[config.mk]
export PLATFORM = sky130hd
export DESIGN_NAME = tipr_top
export DESIGN_NICKNAME = d
export VERILOG_FILES = /design/src/tipr_pkg.sv /design/src/tipr_sync.sv /design/src/tipr_top.sv
export SDC_FILE = /design/constraint.sdc
export NUM_CORES = 1
export LEC_CHECK = 0
export BUFFER_PORTS_ARGS = -buffer_cell sky130_fd_sc_hd__clkbuf_2
export CELL_PAD_IN_SITES_DETAIL_PLACEMENT = 1
export CELL_PAD_IN_SITES_GLOBAL_PLACEMENT = 1
export CORE_AREA = 5 5 276 251
export CTS_BUF_LIST = sky130_fd_sc_hd__clkbuf_8 sky130_fd_sc_hd__clkbuf_16
export CTS_CLUSTER_SIZE = 25
export DETAILED_ROUTE_END_ITERATION = 8
export DIE_AREA = 0 0 281 256
export PLACE_DENSITY = 0.83
export SKIP_CTS_REPAIR_TIMING = 1
export SYNTH_ARGS = -nofsm -noshare
export SYNTH_HDL_FRONTEND = slang
export SYNTH_SLANG_ARGS = --single-unit
[constraint.sdc]
create_clock -name i_clk_sys -period 90.1 [get_ports i_clk_sys]
set_clock_uncertainty 0.1 [all_clocks]
set_input_delay 4.505 -clock i_clk_sys [delete_from_list [all_inputs] [get_ports i_clk_sys]]
set_output_delay 4.505 -clock i_clk_sys [all_outputs]
set_load 0.005 [all_outputs]
[src/tipr_pkg.sv]
// shared constants and types for the ttl input pattern reader
package tipr_pkg;
    localparam int PORTS = 4;
    localparam int LINES = 8;
    localparam int PAT_W = 32;
    localparam int DIG_W = 6;
    localparam int LEN_MAX = 32;
    // axi byte addresses
    localparam logic [7:0] ADDR_DIR = 8'h00;
    localparam logic [7:0] ADDR_FMT = 8'h04;
    localparam logic [7:0] ADDR_CMD = 8'h08;
    localparam logic [7:0] ADDR_STAT = 8'h0C;
    localparam logic [7:0] ADDR_PAT = 8'h10;
    localparam logic [7:0] ADDR_PANEL = 8'h14;
    localparam logic [7:0] ADDR_PAN_PAT = 8'h18;
    // field positions
    localparam int CMD_PORT_LSB = 0;
    localparam int CMD_WIDTH_LSB = 8;
    localparam int FMT_LEN_LSB = 8;
    localparam int STAT_ERR_BIT = 0;
    localparam int STAT_DONE_BIT = 1;
    localparam int PAN_MARK_BIT = 8;
    localparam int PAN_BASE_LSB = 9;
    // reset values
    localparam logic [3:0] DIR_RESET = 4'h0;
    localparam logic [DIG_W-1:0] LEN_RESET = 6'h00;
    // channel numbers
    localparam logic [7:0] CH_FIRST = 8'h0B;
    localparam logic [7:0] CH_THIRD = 8'h0D;
    localparam logic [7:0] CH_LAST = 8'h0E;
    // base prefix characters following '#'
    localparam logic [7:0] PFX_BIN = 8'h42;
    localparam logic [7:0] PFX_HEX = 8'h48;
    localparam logic [7:0] PFX_OCT = 8'h51;
    localparam logic [1:0] RESP_OKAY = 2'h0;
    localparam logic [1:0] RESP_SLVERR = 2'h2;

    typedef enum logic [1:0] {
        BASE10 = 2'h0,
        BASE2 = 2'h1,
        BASE16 = 2'h2,
        BASE8 = 2'h3
    } tipr_base_t;

    typedef enum logic [1:0] {
        RD_BYTE = 2'h0,
        RD_WORD = 2'h1,
        RD_DWORD = 2'h2,
        RD_BAD = 2'h3
    } tipr_width_t;

    typedef struct packed {
        tipr_base_t base;
        logic [DIG_W-1:0] length;
    } tipr_fmt_t;

    typedef struct packed {
        logic err;
        logic [PAT_W-1:0] pattern;
    } tipr_result_t;
endpackage

[src/tipr_sync.sv]
// two-flop synchroniser for one ttl port
`timescale 1ns/1ps
module tipr_sync (
    input wire logic i_clk_sys,
    input wire logic i_rstn,
    input wire logic i_ce,
    input wire logic [tipr_pkg::LINES-1:0] i_async,
    output logic [tipr_pkg::LINES-1:0] o_sync
);
    logic [tipr_pkg::LINES-1:0] meta;

    always_ff @(posedge i_clk_sys or negedge i_rstn) begin
        if (!i_rstn) begin
            meta <= '0;
            o_sync <= '0;
        end else if (i_ce) begin
            meta <= i_async;
            o_sync <= meta;
        end
    end
endmodule

[src/tipr_top.sv]
// ttl input pattern reader with axi4-lite registers and front-panel read port
// Operation
// - each input-direction port contributes eight lines, up to thirty-two total
// - ttl high reads as one, ttl low as zero
// - only input-configured ports are read; controller sets direction first
// - line seven is msb, line zero lsb in each port byte
// - byte read accepts channels eleven to fourteen, returns that byte
// - word read accepts only channel eleven or thirteen
// - word joins eleven with twelve, thirteen with fourteen
// - lower port bit zero is word lsb, upper port bit seven bit fifteen
// - double word joins ports eleven to fourteen ascending into 32 bits
// - port eleven bit zero lsb, port fourteen bit seven bit 31
// - results returned in decimal, binary, hex or octal per format
// - one shared format setting for input and output format commands
// - panel reads bytes only; word and double word remote only
// - panel shows decimal, hex, octal; binary shown as hex
// - each of four ports settable to input from local menu
// - panel tags input-port readings with an input marker
// - length zero means full value, else 1..32 digits, lsd truncated in binary, hex and octal only
// - non-decimal results carry a base prefix for bin, hex, octal
`timescale 1ns/1ps
module tipr_top (
    input wire logic i_clk_sys,
    input wire logic i_rstn,
    input wire logic i_ce,
    input wire logic [tipr_pkg::PORTS*tipr_pkg::LINES-1:0] i_ttl,
    input wire logic i_panel_dir_we,
    input wire logic [tipr_pkg::PORTS-1:0] i_panel_dir,
    input wire logic i_panel_rd,
    input wire logic [7:0] i_panel_ch,
    output logic o_panel_valid,
    output logic [7:0] o_panel_byte,
    output logic o_panel_in_mark,
    output logic [1:0] o_panel_base,
    output logic o_panel_err,
    input wire logic [7:0] s_axi_awaddr,
    input wire logic s_axi_awvalid,
    output logic s_axi_awready,
    input wire logic [31:0] s_axi_wdata,
    input wire logic [3:0] s_axi_wstrb,
    input wire logic s_axi_wvalid,
    output logic s_axi_wready,
    output logic [1:0] s_axi_bresp,
    output logic s_axi_bvalid,
    input wire logic s_axi_bready,
    input wire logic [7:0] s_axi_araddr,
    input wire logic s_axi_arvalid,
    output logic s_axi_arready,
    output logic [31:0] s_axi_rdata,
    output logic [1:0] s_axi_rresp,
    output logic s_axi_rvalid,
    input wire logic s_axi_rready
);
    localparam int W = tipr_pkg::PAT_W;

    logic [W-1:0] ttl_s;
    logic [tipr_pkg::PORTS-1:0] dir_in;
    tipr_pkg::tipr_fmt_t fmt;
    tipr_pkg::tipr_result_t result;
    logic done;
    logic [W-1:0] pfx_word;
    logic aw_held;
    logic w_held;
    logic [7:0] aw_addr;
    logic [31:0] w_data;
    logic [3:0] w_strb;
    logic wr_fire;
    logic cmd_fire;
    logic [7:0] cmd_ch;
    tipr_pkg::tipr_width_t cmd_w;
    logic next_err;
    logic [W-1:0] next_pat;
    logic [W-1:0] fmt_pat;
    logic [31:0] next_rdata;
    logic [1:0] next_rresp;

    genvar gp;
    generate
        for (gp = 0; gp < tipr_pkg::PORTS; gp++) begin : g_port
            tipr_sync u_sync (
                .i_clk_sys(i_clk_sys),
                .i_rstn(i_rstn),
                .i_ce(i_ce),
                .i_async(i_ttl[gp*tipr_pkg::LINES +: tipr_pkg::LINES]),
                .o_sync(ttl_s[gp*tipr_pkg::LINES +: tipr_pkg::LINES])
            );
        end
    endgenerate

    // axi write channel capture, address and data in either order
    // ready only while enabled, else a handshake would be lost in a frozen cycle
    assign s_axi_awready = i_ce && !aw_held && !s_axi_bvalid;
    assign s_axi_wready = i_ce && !w_held && !s_axi_bvalid;
    assign wr_fire = aw_held && w_held && !s_axi_bvalid;

    always_ff @(posedge i_clk_sys or negedge i_rstn) begin
        if (!i_rstn) begin
            aw_held <= 1'b0;
            w_held <= 1'b0;
            aw_addr <= 8'h00;
            w_data <= 32'h0000_0000;
            w_strb <= 4'h0;
        end else if (i_ce) begin
            if (s_axi_awvalid && s_axi_awready) begin
                aw_held <= 1'b1;
                aw_addr <= s_axi_awaddr;
            end else if (wr_fire) begin
                aw_held <= 1'b0;
            end
            if (s_axi_wvalid && s_axi_wready) begin
                w_held <= 1'b1;
                w_data <= s_axi_wdata;
                w_strb <= s_axi_wstrb;
            end else if (wr_fire) begin
                w_held <= 1'b0;
            end
        end
    end

    always_ff @(posedge i_clk_sys or negedge i_rstn) begin
        if (!i_rstn) begin
            s_axi_bvalid <= 1'b0;
            s_axi_bresp <= tipr_pkg::RESP_OKAY;
        end else if (i_ce) begin
            if (wr_fire) begin
                s_axi_bvalid <= 1'b1;
                if (aw_addr == tipr_pkg::ADDR_DIR || aw_addr == tipr_pkg::ADDR_FMT ||
                    aw_addr == tipr_pkg::ADDR_CMD) begin
                    s_axi_bresp <= tipr_pkg::RESP_OKAY;
                end else begin
                    s_axi_bresp <= tipr_pkg::RESP_SLVERR;
                end
            end else if (s_axi_bready) begin
                s_axi_bvalid <= 1'b0;
            end
        end
    end

    // direction set by software or local menu, menu wins
    always_ff @(posedge i_clk_sys or negedge i_rstn) begin
        if (!i_rstn) begin
            dir_in <= tipr_pkg::DIR_RESET;
        end else if (i_ce) begin
            if (i_panel_dir_we) begin
                dir_in <= i_panel_dir;
            end else if (wr_fire && aw_addr == tipr_pkg::ADDR_DIR && w_strb[0]) begin
                dir_in <= w_data[tipr_pkg::PORTS-1:0];
            end
        end
    end

    // single format register serves both format commands
    always_ff @(posedge i_clk_sys or negedge i_rstn) begin
        if (!i_rstn) begin
            fmt.base <= tipr_pkg::BASE10;
            fmt.length <= tipr_pkg::LEN_RESET;
        end else if (i_ce) begin
            if (wr_fire && aw_addr == tipr_pkg::ADDR_FMT) begin
                if (w_strb[0]) begin
                    fmt.base <= tipr_pkg::tipr_base_t'(w_data[1:0]);
                end
                if (w_strb[1]) begin
                    if (w_data[tipr_pkg::FMT_LEN_LSB +: 8] > 8'(tipr_pkg::LEN_MAX)) begin
                        fmt.length <= 6'(tipr_pkg::LEN_MAX);
                    end else begin
                        fmt.length <= w_data[tipr_pkg::FMT_LEN_LSB +: tipr_pkg::DIG_W];
                    end
                end
            end
        end
    end

    assign cmd_fire = wr_fire && aw_addr == tipr_pkg::ADDR_CMD && w_strb[0];
    assign cmd_ch = w_data[tipr_pkg::CMD_PORT_LSB +: 8];
    assign cmd_w = tipr_pkg::tipr_width_t'(w_data[tipr_pkg::CMD_WIDTH_LSB +: 2]);

    // remote read decode and assembly from one sampled snapshot
    always_comb begin
        next_err = 1'b1;
        next_pat = '0;
        case (cmd_w)
            // byte from any of four channels
            tipr_pkg::RD_BYTE: begin
                if (cmd_ch >= tipr_pkg::CH_FIRST && cmd_ch <= tipr_pkg::CH_LAST) begin
                    next_err = !dir_in[2'(cmd_ch - tipr_pkg::CH_FIRST)];
                    next_pat = {24'h000000,
                        ttl_s[tipr_pkg::LINES*(2'(cmd_ch - tipr_pkg::CH_FIRST)) +: 8]};
                end
            end
            // word from eleven or thirteen only
            tipr_pkg::RD_WORD: begin
                if (cmd_ch == tipr_pkg::CH_FIRST) begin
                    next_err = !(dir_in[0] && dir_in[1]);
                    next_pat = {16'h0000, ttl_s[15:0]};
                end else if (cmd_ch == tipr_pkg::CH_THIRD) begin
                    next_err = !(dir_in[2] && dir_in[3]);
                    next_pat = {16'h0000, ttl_s[31:16]};
                end
            end
            // double word addressed by eleven, ascending bytes
            tipr_pkg::RD_DWORD: begin
                if (cmd_ch == tipr_pkg::CH_FIRST) begin
                    next_err = !(&dir_in);
                    next_pat = ttl_s;
                end
            end
            default: begin
                next_err = 1'b1;
                next_pat = '0;
            end
        endcase
    end

    // latch coherent pattern, or error with zero pattern
    always_ff @(posedge i_clk_sys or negedge i_rstn) begin
        if (!i_rstn) begin
            result <= '0;
            done <= 1'b0;
        end else if (i_ce) begin
            if (cmd_fire) begin
                result.err <= next_err;
                result.pattern <= next_err ? '0 : next_pat;
                done <= 1'b1;
            end
        end
    end

    // digit truncation drops least significant digits
    function automatic logic [W-1:0] trunc(input logic [W-1:0] v,
                                           input tipr_pkg::tipr_base_t b,
                                           input logic [tipr_pkg::DIG_W-1:0] len);
        logic [W-1:0] r;
        logic [W-1:0] msk;
        int bits;
        int i;
        int top;
        r = v;
        msk = '1;
        bits = (b == tipr_pkg::BASE2) ? 1 : (b == tipr_pkg::BASE8) ? 3 : 4;
        top = 0;
        for (i = 0; i < W; i++) begin
            if (v[i]) begin
                top = i;
            end
        end
        // digits held in the value, then shift down the excess
        if (len != '0 && b != tipr_pkg::BASE10) begin
            if ((top / bits + 1) > int'(len)) begin
                r = v >> (((top / bits + 1) - int'(len)) * bits);
            end
        end
        trunc = r & msk;
    endfunction

    // decimal digits are formed by the host-side formatter; binary value passes through
    assign fmt_pat = trunc(result.pattern, fmt.base, fmt.length);

    always_comb begin
        pfx_word = '0;
        case (fmt.base)
            tipr_pkg::BASE2: pfx_word = {24'h000023, tipr_pkg::PFX_BIN};
            tipr_pkg::BASE16: pfx_word = {24'h000023, tipr_pkg::PFX_HEX};
            tipr_pkg::BASE8: pfx_word = {24'h000023, tipr_pkg::PFX_OCT};
            default: pfx_word = '0;
        endcase
    end

    // axi read path; unmapped addresses answer slverr
    assign s_axi_arready = i_ce && !s_axi_rvalid;

    always_comb begin
        next_rdata = 32'h0000_0000;
        next_rresp = tipr_pkg::RESP_OKAY;
        if (s_axi_araddr == tipr_pkg::ADDR_DIR) begin
            next_rdata = {28'h0000000, dir_in};
        end else if (s_axi_araddr == tipr_pkg::ADDR_FMT) begin
            next_rdata = {16'h0000, 2'h0, fmt.length, 6'h00, fmt.base};
        end else if (s_axi_araddr == tipr_pkg::ADDR_CMD) begin
            next_rdata = pfx_word;
        end else if (s_axi_araddr == tipr_pkg::ADDR_STAT) begin
            next_rdata = {30'h00000000, done, result.err};
        end else if (s_axi_araddr == tipr_pkg::ADDR_PAT) begin
            next_rdata = fmt_pat;
        end else if (s_axi_araddr == tipr_pkg::ADDR_PANEL) begin
            next_rdata = {21'h000000, o_panel_base, o_panel_in_mark, o_panel_byte};
        end else begin
            next_rresp = tipr_pkg::RESP_SLVERR;
        end
    end

    always_ff @(posedge i_clk_sys or negedge i_rstn) begin
        if (!i_rstn) begin
            s_axi_rvalid <= 1'b0;
            s_axi_rdata <= 32'h0000_0000;
            s_axi_rresp <= tipr_pkg::RESP_OKAY;
        end else if (i_ce) begin
            if (s_axi_arvalid && s_axi_arready) begin
                s_axi_rvalid <= 1'b1;
                s_axi_rdata <= next_rdata;
                s_axi_rresp <= next_rresp;
            end else if (s_axi_rready) begin
                s_axi_rvalid <= 1'b0;
            end
        end
    end

    // panel path offers byte reads only
    // input marker beside each input-port reading
    always_ff @(posedge i_clk_sys or negedge i_rstn) begin
        if (!i_rstn) begin
            o_panel_valid <= 1'b0;
            o_panel_byte <= 8'h00;
            o_panel_in_mark <= 1'b0;
            o_panel_base <= tipr_pkg::BASE10;
            o_panel_err <= 1'b0;
        end else if (i_ce) begin
            o_panel_valid <= i_panel_rd;
            if (i_panel_rd) begin
                if (i_panel_ch >= tipr_pkg::CH_FIRST && i_panel_ch <= tipr_pkg::CH_LAST &&
                    dir_in[2'(i_panel_ch - tipr_pkg::CH_FIRST)]) begin
                    o_panel_byte <= ttl_s[tipr_pkg::LINES*(2'(i_panel_ch -
                        tipr_pkg::CH_FIRST)) +: 8];
                    o_panel_in_mark <= 1'b1;
                    o_panel_err <= 1'b0;
                end else begin
                    o_panel_byte <= 8'h00;
                    o_panel_in_mark <= 1'b0;
                    o_panel_err <= 1'b1;
                end
                o_panel_base <= (fmt.base == tipr_pkg::BASE2) ? tipr_pkg::BASE16 : fmt.base;
            end
        end
    end
endmodule

==> flow_metrics.tcl <==
set metrics [dict create \
    synth_top_cell_area_share 0.146 \
    dp_slack_ns 4.53 \
    die_y_um 256 \
    start_kind "flop" \
    fin_crit_sh 0.932 \
    drv_cap 0 \
    synthTopCellsByArea "dfrtp_1 (15%), ha_1 (6.4%), nor2_1 (5.5%), xnor2_1 (4.4%), mux2_2 (4.2%)" \
    clk_latency_ns 0.46 \
    setup_violations 0 \
    syn_area_mm2 0.0320 \
    status "complete, no violations" \
    synthMuxAreaShare 0.0969 \
    grt_max_degree 121 \
    cts.path.max_buffers 2 \
    area.growth.synth_to_final_pct 6.32 \
    grt_usage 0.299 \
    required_ns 90.35 \
    grt_pass1_wl_um 182000 \
    antenna_found_initial 2 \
    drt.antenna.violating_nets 0 \
    synth-compound-area-share 0.276 \
    ys_warn_count 0 \
    synth_simple_gate_area_share 0.292 \
    place_congestion 0.897 \
    start_util 0.482 \
    cts_root_buf "clkbuf_16" \
    io_pins 160 \
    synth_edf_count 0 \
    crit_path_max_incr_delay_ns 0.78 \
    dp_hpwl_um 88400 \
    synth_xor_xnor_area_share 0.0615 \
    cts_tree "built" \
    final_cells 5038 \
    cp_top_family "simple AND/OR/NAND/NOR gates" \
    hold_path_class "reg2reg" \
    synthDistinctLibCells 168 \
    yosysSeqAreaShare 0.146 \
    drive_above_1_share 0.143 \
    cts_made_buffers 17 \
    grt_pass1_vias 33800 \
    via_per_inst 6.70 \
    path_max_fanout 36 \
    criticalPathCategory "reg2reg" \
    ys.flop_type "dfrtp_1" \
    rows 90 \
    fin_util 0.512 \
    layout.nets 4449 \
    clock-sinks 187 \
    finalHoldViolations 0 \
    cts.reportedPaths.clkPinSlew_ns 0.09 \
    core_area_mm2 0.0663 \
    period_minus_slack_ns 83.93 \
    fmax_mhz 11.9 \
    fillers 8190 \
    synth-adder-area-share 0.0836 \
    slew_viol_final 0 \
    fp.dieW_um 281 \
    max_slew_margin 0.170 \
    drc 0 \
    drt_wl_total_um 114000 \
    postSynthCellCount 4078 \
    h-tree-depth 4 \
    via_count 33800 \
    worst_path_max_delay_cell "dfrtp_4" \
    cp_num_buf_inv 15 \
    synth_async_sr_flop_share 1.00 \
    overflow 0 \
    dp_cells 4995 \
    worst_slew_pin_slew_ns 1.24 \
    die_area_mm2 0.0719 \
    setup_ws_ns 6.17 \
    first_iter_violations 3028 \
    portBuffers 139 \
    synth.ff_latch_count 187 \
    syn_avg_cell_area_um2 7.84 \
    yosysTopAreaCell "dfrtp_1" \
    cp-end-kind "flop" \
    avgRoutedWirePerCell_um 22.6 \
    cp.arrival_ns 84.18 \
    synth_top_family_by_area "simple AND/OR/NAND/NOR gates" \
    drt-pass1-iter-count 9 \
]
==> final cells by class <==
cell class	instances	area (µm²)	area share
Antenna cell	1	2.50	0.0000737
Clock inverter	15	224	0.00659
Timing Repair Buffer	182	1030	0.0302
Sequential cell	187	4680	0.138
Multi-Input combinational cell	3639	26100	0.767
Tap cell	874	1090	0.0322
Clock buffer	17	425	0.0125
Inverter	123	462	0.0136
==> Yosys cell counts (17+ instances only) <==
library cell	count
a211oi_1	36
nand2_1	328
o21ai_0	174
clkbuf_1	74
xnor2_1	159
a21o_1	43
o2111ai_1	18
dfrtp_1	187
mux4_2	20
buf_4	40
o31ai_1	36
nor3_1	159
fa_1	30
o21ai_1	38
or2_2	33
ha_1	163
nand3_1	121
inv_1	119
o22ai_1	17
a31oi_1	45
nor2b_1	48
and2_1	79
nor4_1	51
nand2b_1	57
a22oi_1	46
o21bai_1	26
a21oi_1	199
xor2_1	58
and4_1	20
o21a_1	76
and3_1	59
mux2i_1	114
o211ai_1	57
o211a_1	21
nand4_1	70
and2b_1	17
mux2_2	120
a211o_1	17
or4_1	20
a22o_1	37
or3_1	42
nor2_1	467
==> routing by layer <==
| metal | up-vias | GRT usage | routed length, µm |
|---|---|---|---|
| met4 | 2 | 0.0854 | 3580 |
| met2 | 1141 | 0.503 | 53200 |
| met3 | 244 | 0.0318 | 6590 |
| li1 | 15600 | - | - |
| met1 | 16800 | 0.409 | 50500 |
| met5 | - | 0 | 9 |
==> per-stage QoR <==
step / hold WS (ns) / area, µm² / TNS (ns)
6_report: 0.400 / 34000 / 0
5_1_grt: 0.423 / 34000 / -0.00787
4_1_cts: 0.403 / 33900 / 0
3_5_place_dp: 0.379 / 33200 / 0
3_3_place_gp: 0.353 / 33200 / 0
2_1_floorplan: 0.335 / 32100 / 0
==> placed cells by master (no fill, tap or decap), types with 71 or more instances in the layout <==
master and n:
nor2_1 466, nand2_1 328, a21oi_1 199, dfrtp_1 186, o21ai_0 174, ha_1 163, xnor2_1 159, nor3_1 157
clkbuf_2 138, nand3_1 120, mux2_2 120, inv_1 117, mux2i_1 114, and2_1 79, o21a_1 76, nand4_1 71
==> worst paths after layout <==
| path | from | end | slack, ns | depth (start not counted) |
|---|---|---|---|---|
| worst min register to register | s_axi_bresp[1]$_DFFE_PN0P_ | s_axi_bresp[1]$_DFFE_PN0P_ | 0.40 | 2 |
| min in group asynchronous | i_rstn | g_port[3].u_sync.o_sync[7]$_DFFE_PN0P_ | 4.05 | 1 |
| max in group asynchronous | i_rstn | fmt[6]$_DFFE_PN0P_ | 84.27 | 2 |
| worst max-delay path | fmt[6]$_DFFE_PN0P_ | s_axi_rdata[28]$_DFFE_PN0P_ | 6.17 | 319 |
| worst max register to register | fmt[6]$_DFFE_PN0P_ | s_axi_rdata[28]$_DFFE_PN0P_ | 6.17 | 319 |
| worst min-delay path | s_axi_bresp[1]$_DFFE_PN0P_ | s_axi_bresp[1]$_DFFE_PN0P_ | 0.40 | 2 |
==> cells by family after synthesis <==
logic type	Yosys count
AO/OA/AOI/OAI	1176
XOR/XNOR	221
adder cells (fa/ha/maj)	196
buffers and inverters	281
flip-flops	187
multiplexers	266
other	1
AND/OR/NAND/NOR	1750
==> flip-flops by register name, indices dropped and copies added (netlist names), 2 cells and up <==
name / count
fmt: 8
dir_in: 4
result: 33
s_axi_rdata: 32
w_data: 16
w_strb: 2
aw_addr: 8
g_port.u_sync.meta: 32
g_port.u_sync.o_sync: 32
o_panel_byte: 8
o_panel_base: 2
==> tightest hold or removal path, stage by stage, from the launching register on <==
cell	delay [ns]
dfrtp_1	0.36
nand2_1	0.05
o21ai_0	0.06
Power is not shown: default switching activity piles up to over one toggle a cycle in this logic, so the estimate is an artifact.
